==> src/rtl/dcl_regs.svh <==
`ifndef DCL_REGS_SVH
`define DCL_REGS_SVH

// register page numbers
`define DCL_PAGE_MAIN            3'h0
`define DCL_PAGE_MIRROR          3'h1

// fault flag register, main page
`define DCL_FLAGS_OFS            8'h0A
`define DCL_FLAG_TRIM_BIT        0
`define DCL_FLAG_FUSE_BIT        1
`define DCL_FLAG_STEST_BIT       2
`define DCL_FLAGS_RESET          3'h0

// loader status register, main page
`define DCL_STATUS_OFS           8'h0B

// mirror window on the extended page
`define DCL_MIRROR_BASE          8'hCC
`define DCL_MIRROR_LAST          8'hE3
`define DCL_MIRROR_DEPTH         24
`define DCL_MIRROR_RESET         8'h00

// mirror registers
`define DCL_BUCK5_FUSE_CFG_A     8'hCC
`define DCL_BUCK5_FUSE_CFG_B     8'hCD
`define DCL_LDO1_VOLT_THR        8'hCE
`define DCL_LDO1_POWER_UP_REQUEST_SEQ       8'hCF
`define DCL_LDO1_FUSE_CFG        8'hD0
`define DCL_LDO2_VOLT_THR        8'hD1
`define DCL_LDO2_POWER_UP_REQUEST_SEQ       8'hD2
`define DCL_LDO2_FUSE_CFG        8'hD3
`define DCL_STBY_RAIL_VOLT_CFG   8'hDA
`define DCL_OV_BYPASS_BUCKS      8'hDB
`define DCL_OV_BYPASS_LINEARS    8'hDC
`define DCL_UV_BYPASS_BUCKS      8'hDD
`define DCL_UV_BYPASS_LINEARS    8'hDE
`define DCL_ILIM_BYPASS_BUCKS    8'hDF
`define DCL_ILIM_BYPASS_LINEARS  8'hE0
`define DCL_PROG_TAG_HIGH        8'hE1
`define DCL_PROG_TAG_LOW         8'hE2
`define DCL_FUSE_DEBUG_OPTS      8'hE3

`endif

==> src/rtl/dcl_pkg.sv <==
package dcl_pkg;

    typedef enum logic [2:0] {
        ST_UNPOWERED = 3'b000,
        ST_TRIM      = 3'b001,
        ST_FUSE      = 3'b010,
        ST_XFER      = 3'b011,
        ST_TEST      = 3'b100,
        ST_QOFF      = 3'b101,
        ST_ON        = 3'b110
    } dcl_state_t;

    typedef struct packed {
        logic       stest;
        logic       fuse;
        logic       trim;
    } dcl_flags_t;

    typedef struct packed {
        logic       wr;
        logic [7:0] addr;
        logic [7:0] data;
    } dcl_func_wr_t;

    typedef struct packed {
        logic       wr;
        logic       rd;
        logic [2:0] page;
        logic [7:0] addr;
        logic [7:0] wdata;
    } dcl_reg_req_t;

endpackage

==> src/rtl/dcl_mirror.sv <==
`timescale 1ns/100ps
`default_nettype none
`include "dcl_regs.svh"

module dcl_mirror #(
    parameter int DEPTH = `DCL_MIRROR_DEPTH
) (
    input  wire logic                     ref_clk,
    input  wire logic                     reset_n,
    input  wire logic                     clear,
    input  wire logic                     wr_en,
    input  wire logic [$clog2(DEPTH)-1:0] wr_idx,
    input  wire logic [7:0]               wr_data,
    input  wire logic [$clog2(DEPTH)-1:0] rd_idx,
    output logic      [7:0]               rd_data
);
    logic [7:0] mem_r [DEPTH];

    always_ff @(posedge ref_clk or negedge reset_n) begin
        if (!reset_n) begin
            for (int i = 0; i < DEPTH; i++) begin
                mem_r[i] <= `DCL_MIRROR_RESET;
            end
        end else if (clear) begin
            for (int i = 0; i < DEPTH; i++) begin
                mem_r[i] <= `DCL_MIRROR_RESET;
            end
        end else if (wr_en) begin
            mem_r[wr_idx] <= wr_data;
        end
    end

    assign rd_data = mem_r[rd_idx];

endmodule
`default_nettype wire

==> src/rtl/dcl_loader.sv <==
// Summary of operation
// - the source select pin is sampled at the start of every load.
// - with the select pin at ground the registers load from the mirror.
// - with the select pin at the 1.5 V rail they come from the hardwire image.
// - on the fuse source each supply rise copies the fuses into the mirror.
// - the second stage copies the mirror into the functional registers.
// - the mirror holds the defaults and is writable only in trial mode.
// - the hardwire source reloads from the image and forbids trial mode.
// - a trim, fuse or self-test failure sets its flag and blocks power-up.
// - the flags are writable only while the trial enable pin is high.
// - with the trial enable pin low the flags are read-only.
// - trial mode ignores the low-power-off bit and stops in quiescent off.
// - in trial mode the self-test result lands in its flag, 0 pass, 1 fail.
// - a power-up with the trial pin high runs with limited function.
// - a supply drop below threshold resets the mirror.
// - trial mode maps the mirror to page 1; else extended pages are refused.
`timescale 1ns/100ps
`default_nettype none
`include "dcl_regs.svh"

module dcl_loader #(
    parameter int                      DEPTH    = `DCL_MIRROR_DEPTH,
    parameter logic [DEPTH*8-1:0]      HW_IMAGE = '0
) (
    input  wire logic                  ref_clk,
    input  wire logic                  reset_n,
    input  wire logic                  config_source_select_pin,
    input  wire logic                  trial_enable_pin,
    input  wire logic                  input_supply_ok_pin,
    input  wire logic                  power_up_request_pin,
    input  wire logic                  low_power_off_bit,
    input  wire dcl_pkg::dcl_reg_req_t reg_req,
    output logic      [7:0]            reg_rdata,
    output logic                       reg_refused,
    output logic                       trim_req,
    input  wire logic                  trim_ack,
    input  wire logic                  trim_fail,
    output logic                       fuse_req,
    output logic      [7:0]            fuse_addr,
    input  wire logic                  fuse_ack,
    input  wire logic [7:0]            fuse_data,
    input  wire logic                  fuse_fail,
    output logic                       stest_req,
    input  wire logic                  stest_ack,
    input  wire logic                  stest_fail,
    output dcl_pkg::dcl_func_wr_t      func_wr,
    output dcl_pkg::dcl_flags_t        fault_flags,
    output logic                       quiescent_off_state,
    output logic                       powered_on,
    output logic                       limited_function,
    output logic                       trial_configuration_mode
);
    localparam int IW = $clog2(DEPTH);
    localparam logic [IW-1:0] LAST_IDX = IW'(DEPTH - 1);

    function automatic logic mirror_hit(input logic [7:0] a);
        mirror_hit = (a >= `DCL_MIRROR_BASE) && (a <= `DCL_MIRROR_LAST);
    endfunction

    function automatic logic [IW-1:0] mirror_idx(input logic [7:0] a);
        logic [7:0] d;
        d = a - `DCL_MIRROR_BASE;
        mirror_idx = d[IW-1:0];
    endfunction

    function automatic logic [7:0] idx_addr(input logic [IW-1:0] i);
        idx_addr = `DCL_MIRROR_BASE + 8'(i);
    endfunction

    // pin synchronisers: select, trial, supply, power-up
    logic [3:0] sync1_r;
    logic [3:0] sync2_r;
    logic       uv_prev_r;
    logic       pu_prev_r;
    logic       src_sel_s;
    logic       trial_pin_s;
    logic       uv_ok_s;
    logic       pu_s;

    always_ff @(posedge ref_clk or negedge reset_n) begin
        if (!reset_n) begin
            sync1_r <= 4'h0;
            sync2_r <= 4'h0;
        end else begin
            sync1_r <= {power_up_request_pin, input_supply_ok_pin,
                        trial_enable_pin, config_source_select_pin};
            sync2_r <= sync1_r;
        end
    end

    assign src_sel_s   = sync2_r[0];
    assign trial_pin_s = sync2_r[1];
    assign uv_ok_s     = sync2_r[2];
    assign pu_s        = sync2_r[3];

    always_ff @(posedge ref_clk or negedge reset_n) begin
        if (!reset_n) begin
            uv_prev_r <= 1'b0;
            pu_prev_r <= 1'b0;
        end else begin
            uv_prev_r <= uv_ok_s;
            pu_prev_r <= pu_s;
        end
    end

    logic uv_rise;
    logic uv_lost;
    logic pu_event;
    assign uv_rise  = uv_ok_s && !uv_prev_r;
    assign uv_lost  = !uv_ok_s;
    assign pu_event = pu_s && !pu_prev_r;

    dcl_pkg::dcl_state_t state_r;
    dcl_pkg::dcl_state_t state_nxt;
    logic                src_hw_r;
    logic [IW-1:0]       idx_r;
    logic                fuse_req_r;
    logic                trim_req_r;
    logic                stest_req_r;
    dcl_pkg::dcl_flags_t flags_r;
    logic                trial_mode;
    logic                flags_set_any;

    // trial mode exists only on the fuse source
    assign trial_mode    = trial_pin_s && !src_hw_r;
    assign flags_set_any = flags_r.trim || flags_r.fuse || flags_r.stest;

    // register access decode
    logic          wr_mirror;
    logic          wr_flags;
    logic          ext_page;
    logic [7:0]    mirror_rd;
    logic [IW-1:0] mirror_rd_idx;
    logic          m_wr;
    logic [IW-1:0] m_wr_idx;
    logic [7:0]    m_wr_data;

    assign ext_page  = reg_req.page != `DCL_PAGE_MAIN;
    assign wr_mirror = reg_req.wr && trial_mode
                       && reg_req.page == `DCL_PAGE_MIRROR
                       && mirror_hit(reg_req.addr);
    assign wr_flags  = reg_req.wr && !ext_page
                       && reg_req.addr == `DCL_FLAGS_OFS
                       && trial_pin_s
                       && state_r == dcl_pkg::ST_QOFF;

    // stage one writes fuses, otherwise software edits in trial mode
    always_comb begin
        m_wr      = 1'b0;
        m_wr_idx  = idx_r;
        m_wr_data = fuse_data;
        if (state_r == dcl_pkg::ST_FUSE && fuse_req_r && fuse_ack) begin
            m_wr = 1'b1;
        end else if (wr_mirror) begin
            m_wr      = 1'b1;
            m_wr_idx  = mirror_idx(reg_req.addr);
            m_wr_data = reg_req.wdata;
        end
    end

    assign mirror_rd_idx = (state_r == dcl_pkg::ST_XFER) ? idx_r
                           : mirror_idx(reg_req.addr);

    dcl_mirror #(
        .DEPTH   (DEPTH)
    ) u_mirror (
        .ref_clk (ref_clk),
        .reset_n (reset_n),
        .clear   (uv_lost),
        .wr_en   (m_wr),
        .wr_idx  (m_wr_idx),
        .wr_data (m_wr_data),
        .rd_idx  (mirror_rd_idx),
        .rd_data (mirror_rd)
    );

    // sequencer
    always_comb begin
        state_nxt = state_r;
        unique case (state_r)
            dcl_pkg::ST_UNPOWERED: begin
                if (uv_rise) begin
                    state_nxt = dcl_pkg::ST_TRIM;
                end
            end
            dcl_pkg::ST_TRIM: begin
                if (trim_req_r && trim_ack) begin
                    state_nxt = src_hw_r ? dcl_pkg::ST_XFER
                                         : dcl_pkg::ST_FUSE;
                end
            end
            dcl_pkg::ST_FUSE: begin
                if (fuse_req_r && fuse_ack && idx_r == LAST_IDX) begin
                    state_nxt = dcl_pkg::ST_XFER;
                end
            end
            dcl_pkg::ST_XFER: begin
                if (idx_r == LAST_IDX) begin
                    state_nxt = dcl_pkg::ST_TEST;
                end
            end
            dcl_pkg::ST_TEST: begin
                if (stest_req_r && stest_ack) begin
                    if (trial_pin_s || stest_fail || low_power_off_bit
                        || flags_set_any) begin
                        state_nxt = dcl_pkg::ST_QOFF;
                    end else begin
                        state_nxt = dcl_pkg::ST_ON;
                    end
                end
            end
            dcl_pkg::ST_QOFF: begin
                if (pu_event && !flags_set_any) begin
                    state_nxt = dcl_pkg::ST_ON;
                end
            end
            dcl_pkg::ST_ON: begin
                state_nxt = dcl_pkg::ST_ON;
            end
            default: begin
                state_nxt = dcl_pkg::ST_UNPOWERED;
            end
        endcase
        if (uv_lost) begin
            state_nxt = dcl_pkg::ST_UNPOWERED;
        end
    end

    always_ff @(posedge ref_clk or negedge reset_n) begin
        if (!reset_n) begin
            state_r <= dcl_pkg::ST_UNPOWERED;
        end else begin
            state_r <= state_nxt;
        end
    end

    // source is latched once per load
    always_ff @(posedge ref_clk or negedge reset_n) begin
        if (!reset_n) begin
            src_hw_r <= 1'b0;
        end else if (state_r == dcl_pkg::ST_UNPOWERED && uv_rise) begin
            src_hw_r <= src_sel_s;
        end
    end

    // walking index for fuse copy and transfer
    always_ff @(posedge ref_clk or negedge reset_n) begin
        if (!reset_n) begin
            idx_r <= '0;
        end else if (state_r != state_nxt) begin
            idx_r <= '0;
        end else if (state_r == dcl_pkg::ST_FUSE && fuse_req_r
                     && fuse_ack) begin
            idx_r <= idx_r + 1'b1;
        end else if (state_r == dcl_pkg::ST_XFER) begin
            idx_r <= idx_r + 1'b1;
        end
    end

    // trim, fuse and self-test handshakes: request held until ack
    always_ff @(posedge ref_clk or negedge reset_n) begin
        if (!reset_n) begin
            trim_req_r <= 1'b0;
        end else begin
            trim_req_r <= state_nxt == dcl_pkg::ST_TRIM
                          && !(trim_req_r && trim_ack);
        end
    end

    always_ff @(posedge ref_clk or negedge reset_n) begin
        if (!reset_n) begin
            fuse_req_r <= 1'b0;
            fuse_addr  <= 8'h00;
        end else begin
            fuse_req_r <= state_nxt == dcl_pkg::ST_FUSE
                          && !(fuse_req_r && fuse_ack);
            if (state_r != dcl_pkg::ST_FUSE) begin
                fuse_addr <= `DCL_MIRROR_BASE;
            end else if (fuse_req_r && fuse_ack) begin
                fuse_addr <= fuse_addr + 8'h01;
            end
        end
    end

    always_ff @(posedge ref_clk or negedge reset_n) begin
        if (!reset_n) begin
            stest_req_r <= 1'b0;
        end else begin
            stest_req_r <= state_nxt == dcl_pkg::ST_TEST
                           && !(stest_req_r && stest_ack);
        end
    end

    assign trim_req  = trim_req_r;
    assign fuse_req  = fuse_req_r;
    assign stest_req = stest_req_r;

    // stage two: one functional write per cycle
    always_ff @(posedge ref_clk or negedge reset_n) begin
        if (!reset_n) begin
            func_wr <= '0;
        end else begin
            func_wr.wr   <= state_r == dcl_pkg::ST_XFER && !uv_lost;
            func_wr.addr <= idx_addr(idx_r);
            func_wr.data <= src_hw_r ? HW_IMAGE[8*idx_r +: 8]
                                     : mirror_rd;
        end
    end

    // fault flags: a hardware set beats a software clear
    dcl_pkg::dcl_flags_t set_v;
    dcl_pkg::dcl_flags_t clr_v;

    always_comb begin
        set_v       = '0;
        clr_v       = '0;
        set_v.trim  = state_r == dcl_pkg::ST_TRIM && trim_req_r
                      && trim_ack && trim_fail;
        set_v.fuse  = state_r == dcl_pkg::ST_FUSE && fuse_req_r
                      && fuse_ack && fuse_fail;
        set_v.stest = state_r == dcl_pkg::ST_TEST && stest_req_r
                      && stest_ack && stest_fail;
        if (wr_flags) begin
            clr_v.trim  = reg_req.wdata[`DCL_FLAG_TRIM_BIT];
            clr_v.fuse  = reg_req.wdata[`DCL_FLAG_FUSE_BIT];
            clr_v.stest = reg_req.wdata[`DCL_FLAG_STEST_BIT];
        end
        if (state_r == dcl_pkg::ST_TEST && stest_req_r && stest_ack
            && !stest_fail) begin
            clr_v.stest = 1'b1;
        end
        if (state_r == dcl_pkg::ST_TRIM && src_hw_r) begin
            clr_v.fuse = 1'b1;
        end
    end

    always_ff @(posedge ref_clk or negedge reset_n) begin
        if (!reset_n) begin
            flags_r <= `DCL_FLAGS_RESET;
        end else begin
            flags_r <= set_v | (flags_r & ~clr_v);
        end
    end

    assign fault_flags = flags_r;

    // register read port, answered one cycle after the strobe
    always_ff @(posedge ref_clk or negedge reset_n) begin
        if (!reset_n) begin
            reg_rdata   <= 8'h00;
            reg_refused <= 1'b0;
        end else begin
            reg_refused <= (reg_req.rd || reg_req.wr) && ext_page
                           && !(trial_mode
                                && reg_req.page == `DCL_PAGE_MIRROR);
            if (reg_req.rd) begin
                reg_rdata <= 8'h00;
                if (ext_page) begin
                    if (trial_mode && reg_req.page == `DCL_PAGE_MIRROR
                        && mirror_hit(reg_req.addr)) begin
                        reg_rdata <= mirror_rd;
                    end
                end else if (reg_req.addr == `DCL_FLAGS_OFS) begin
                    reg_rdata <= {5'h00, flags_r};
                end else if (reg_req.addr == `DCL_STATUS_OFS) begin
                    reg_rdata <= {3'h0, trial_mode, src_hw_r, state_r};
                end
            end
        end
    end

    // mode and power state outputs
    always_ff @(posedge ref_clk or negedge reset_n) begin
        if (!reset_n) begin
            quiescent_off_state      <= 1'b0;
            powered_on               <= 1'b0;
            trial_configuration_mode <= 1'b0;
        end else begin
            quiescent_off_state      <= state_nxt == dcl_pkg::ST_QOFF;
            powered_on               <= state_nxt == dcl_pkg::ST_ON;
            trial_configuration_mode <= trial_mode;
        end
    end

    always_ff @(posedge ref_clk or negedge reset_n) begin
        if (!reset_n) begin
            limited_function <= 1'b0;
        end else if (state_r != dcl_pkg::ST_ON
                     && state_nxt == dcl_pkg::ST_ON) begin
            limited_function <= trial_pin_s;
        end else if (state_nxt != dcl_pkg::ST_ON) begin
            limited_function <= 1'b0;
        end
    end

endmodule
`default_nettype wire

==> config.mk <==
export PLATFORM = sky130hd
export DESIGN_NAME = dcl_loader
export DESIGN_NICKNAME = d
export VERILOG_FILES = /design/src/rtl/dcl_pkg.sv /design/src/rtl/dcl_mirror.sv /design/src/rtl/dcl_loader.sv
export VERILOG_INCLUDE_DIRS = /design/src /design/src/rtl
export SDC_FILE = /design/constraint.sdc
export NUM_CORES = 1
export LEC_CHECK = 0
export ABC_CLOCK_PERIOD_IN_PS = 4400
export BUFFER_PORTS_ARGS = -buffer_cell sky130_fd_sc_hd__clkbuf_2
export CAP_MARGIN = 20
export CORE_MARGIN = 8
export CORE_UTILIZATION = 55
export CTS_CLUSTER_DIAMETER = 200
export DETAILED_ROUTE_END_ITERATION = 10
export PLACE_DENSITY = 0.73
export RECOVER_POWER = 25
export SLEW_MARGIN = 20
export SYNTH_ARGS = -nofsm -noshare
export SYNTH_HDL_FRONTEND = slang
export SYNTH_SLANG_ARGS = --single-unit
==> constraint.sdc <==
create_clock -name ref_clk -period 4.4 [get_ports ref_clk]
set_input_delay 0.88 -clock ref_clk [delete_from_list [all_inputs] [get_ports ref_clk]]
set_output_delay 0.88 -clock ref_clk [all_outputs]
set_load 0.1 [all_outputs]
==> results.rst <==
.. list-table::
   :header-rows: 1

   * - Metric
     - Value
   * - Number of nets in the finished design
     - 1308
   * - Share of Yosys cell area claimed by the top area cell type
     - 0.489
   * - Worst slack, placed
     - 0.577 ns
   * - Cell count after placement
     - 1547
   * - Final count of pins violating max slew
     - 163
   * - Clock latency of the later-clocked register in the worst-skew pair
     - 0.55 ns
   * - Iteration count of the initial detailed-routing pass
     - 5
   * - Total internal power
     - 3.87 mW
   * - Clock root buffer
     - sky130_fd_sc_hd__clkbuf_16
   * - Final worst hold slack
     - 0.352 ns
   * - Max cap viols
     - 3
   * - Switching part of the total
     - 0.260
   * - Synthesized instance count
     - 1198
   * - Count of distinct cell types in the synthesized netlist
     - 80
   * - Cell Pwr Density
     - 357 nW/um^2
   * - Number of synthesized register bits
     - 254
   * - Remaining antenna violation count after routing
     - 0
   * - Initial Utilization
     - 0.557
   * - Clock transition at the register clock pins on the worst setup and hold paths after CTS
     - 0.06 ns
   * - Crit path arrival time
     - 4.40 ns
   * - Shortest period the worst path allows
     - 3.99 ns
   * - Switching power
     - 1.36 mW
   * - Final worst-path cycle share
     - 0.908
   * - Final worst setup slack
     - 0.406 ns
   * - Via-per-instance ratio
     - 6.74
   * - Residual DRC
     - 0
   * - Resize count post-CTS
     - 0
   * - Area of the core region
     - 23300 um^2
   * - Result of the run
     - finished with violations
   * - Aggregate global routing overflow
     - 0
   * - Violation count after the first detailed-route iteration
     - 1436
   * - Syn_nets
     - 1248
   * - Count of synthesis-stage warnings from yosys
     - 0
   * - Sum of net half-perimeters after detailed placement
     - 28000 um
   * - Average cell area after synthesis
     - 10.9 um^2
   * - Number of fill cells in the layout
     - 1907
   * - Clock net sink count
     - 254
   * - Buffer depth of the longest clock path
     - 3
   * - GRT Overall Usage
     - 0.294
   * - Post-layout util
     - 0.628
   * - Cell area after synthesis
     - 13000 um^2
   * - Required time of the critical path
     - 4.80 ns
   * - Y dimension of the die
     - 170 um
   * - Routed via count
     - 10800
   * - TritonCTS clock tree
     - done
   * - Number of I/O port buffers
     - 85
   * - Post-cts hold buffer count
     - 0
   * - Number of standard cells in the layout, taps in and fillers out
     - 1596
   * - Initial antenna violation count
     - 1
   * - Most frequent cell after synthesis
     - sky130_fd_sc_hd__dfrtp_1
   * - Power after layout
     - 5.23 mW
   * - Worst-path fanout max
     - 26
   * - Number of enable flip-flop cells after synthesis
     - 0
   * - Top-level port count
     - 86
   * - Leakage
     - 6.57 nW
   * - Clock power share
     - 0.453
   * - Share of the yosys chip area belonging to registers
     - 0.489
   * - Synth cell count leaders
     - sky130_fd_sc_hd__dfrtp_1, sky130_fd_sc_hd__a22o_1, sky130_fd_sc_hd__nand2_1
   * - Fraction of layout cells with a size suffix above 1
     - 0.182
   * - Max IR drop VDD
     - 382 uV
   * - Area of the die
     - 28800 um^2
   * - Ys flop type
     - sky130_fd_sc_hd__dfrtp_1
   * - Cells taking the most area after synthesis
     - sky130_fd_sc_hd__dfrtp_1, sky130_fd_sc_hd__a22o_1, sky130_fd_sc_hd__mux2i_1
   * - Maximum frequency from static timing analysis
     - 250 MHz
   * - Overall routed net length
     - 42200 um
   * - Flop pwr share
     - 0.454
   * - Per-cell routed wire length
     - 26.5 um
   * - Max-slew headroom
     - -0.775
   * - Overall die width
     - 170 um
   * - Actual slew at the worst max-slew pin
     - 2.66 ns
   * - Setup-violating endpoint count in the final report
     - 0
   * - Summed negative setup slack over all endpoints
     - 0 ns
   * - Maximum clock skew at final layout
     - 0.0138 ns
   * - Number of hold-slack violations in the final timing report
     - 0
   * - Synth-to-Final Area Change
     - 12.6%
   * - Critical Setup Path Class
     - reg2reg
   * - Clock buffer count from CTS
     - 28
   * - Violated checks
     - max-capacitance violations, max-slew violations
   * - Setup repair after global routing missed its margin
     - no
   * - Async S/R FF share, synth
     - 1.00
   * - Class of the tightest hold or removal check
     - reg2reg
   * - Global-route wire length before repair
     - 64900 um
   * - Proportion of power drawn by combinational gates
     - 0.094
   * - Maximum number of pins on one net before global-route repair
     - 101
   * - Worst setup EP type
     - flop
   * - Cell taking the most area after synthesis
     - sky130_fd_sc_hd__dfrtp_1
   * - Post-layout instance area
     - 14600 um^2
   * - Placement-stage cell area
     - 13700 um^2
   * - Crit path launch type
     - flop
   * - H-Tree Depth
     - 1
   * - Number of standard-cell rows in the floorplan
     - 56
   * - Post-CTS Setup Inserts
     - 0
   * - Number of global-route vias before repair
     - 10600
   * - Last weighted congestion value of the routability-driven placer
     - 0.958
==> flip-flops by register name (all words and copies together) (netlist names), 3 cells and up <==
register / cells
fault_flags: 3
func_wr: 16
fuse_addr: 8
idx_r: 5
reg_rdata: 8
state_r: 3
sync1_r: 4
sync2_r: 4
u_mirror.mem_r: 192
==> power groups by stage <==
stage	clock network, mW	logic (mW)	registers [mW]
after global placement	0	0.483	2.42
after CTS	2.39	0.484	2.37
after detailed placement	0	0.483	2.42
after global routing	2.48	0.517	2.38
after floorplan	0	0.215	2.50
final	2.37	0.490	2.37
==> path summary, 6_finish.rpt <==
path | end | startpoint | depth (start not counted) | slack (ns)
min reg2reg | sync2_r[2]$_DFF_PN0_ | sync1_r[2]$_DFF_PN0_ | 0 | 0.35
min in group asynchronous | fuse_req$_DFF_PN0_ | reset_n | 1 | 1.11
max reg2reg | reg_rdata[1]$_DFFE_PN0P_ | idx_r[1]$_DFFE_PN0P_ | 7 | 0.41
max | reg_rdata[1]$_DFFE_PN0P_ | idx_r[1]$_DFFE_PN0P_ | 7 | 0.41
min | sync2_r[2]$_DFF_PN0_ | sync1_r[2]$_DFF_PN0_ | 0 | 0.35
max in group asynchronous | func_wr[0]$_DFF_PN0_ | reset_n | 2 | 1.56
==> cell usage in the layout, fill, tap and decap left out, drive strengths merged, types with 4 or more instances in the layout <==
master / netlist / routed
o21ai: 23 / 23
o21a: 8 / 8
nor4: 14 / 14
or2: 11 / 11
buf: 56 / 30
nand2: 136 / 136
ha: 8 / 8
nand3b: 4 / 4
and2: 5 / 5
nor3: 16 / 16
nand4: 16 / 16
a41oi: 5 / 5
nor2: 55 / 55
nor2b: 10 / 10
a22o: 137 / 137
o32ai: 4 / 4
a21boi: 21 / 21
inv: 17 / 17
a22oi: 5 / 5
clkbuf: 32 / 124
o31ai: 4 / 4
a31oi: 16 / 16
o221ai: 6 / 6
o22ai: 5 / 5
mux4: 4 / 4
dfrtp: 254 / 254
mux2i: 94 / 94
mux2: 8 / 8
and3: 6 / 6
o2bb2ai: 59 / 59
xor2: 6 / 6
nand2b: 10 / 10
a21oi: 29 / 29
xnor2: 7 / 7
a211oi: 6 / 6
nand3: 60 / 60
o41ai: 6 / 6
clkinv: 0 / 8
==> worst max-delay path, stage by stage, from the launching register on <==
cell and delay (ns):
sky130_fd_sc_hd__dfrtp_1 0.34, sky130_fd_sc_hd__clkbuf_1 1.14, sky130_fd_sc_hd__inv_1 0.51, sky130_fd_sc_hd__a31oi_1 0.66
sky130_fd_sc_hd__a21oi_1 0.08, sky130_fd_sc_hd__or4_1 0.49, sky130_fd_sc_hd__a41oi_1 0.43, sky130_fd_sc_hd__o221ai_1 0.19
==> routing by layer <==
layer	GRT usage	vias up	routed length [um]
li1	-	4633	-
met3	0.0910	125	4950
met5	0	-	0
met4	0.137	0	2030
met1	0.405	5348	17400
met2	0.417	644	17800
==> kinds of logic after synthesis <==
logic type,after synthesis,share of synthesized area
muxes,106,0.0872
xor gates and xnor gates,13,0.00876
adders and majority gates,8,0.00770
buffers and inverters,105,0.0372
and+or+nand+nor,357,0.136
other,1,0.000288
DFF,254,0.489
AOI/OAI and AO/OA,354,0.234
==> final cells by class <==
class	instances	area [um^2]	area share
multi-input cells	839	6180	0.422
clock buffers	36	812	0.0554
clock inverters	12	119	0.00812
well taps	319	399	0.0273
flip-flops and latches	254	6360	0.434
diodes	1	2.50	0.000171
repair buffers	118	711	0.0485
inverters	17	63.8	0.00436
Power figures use the tool's default switching activity.
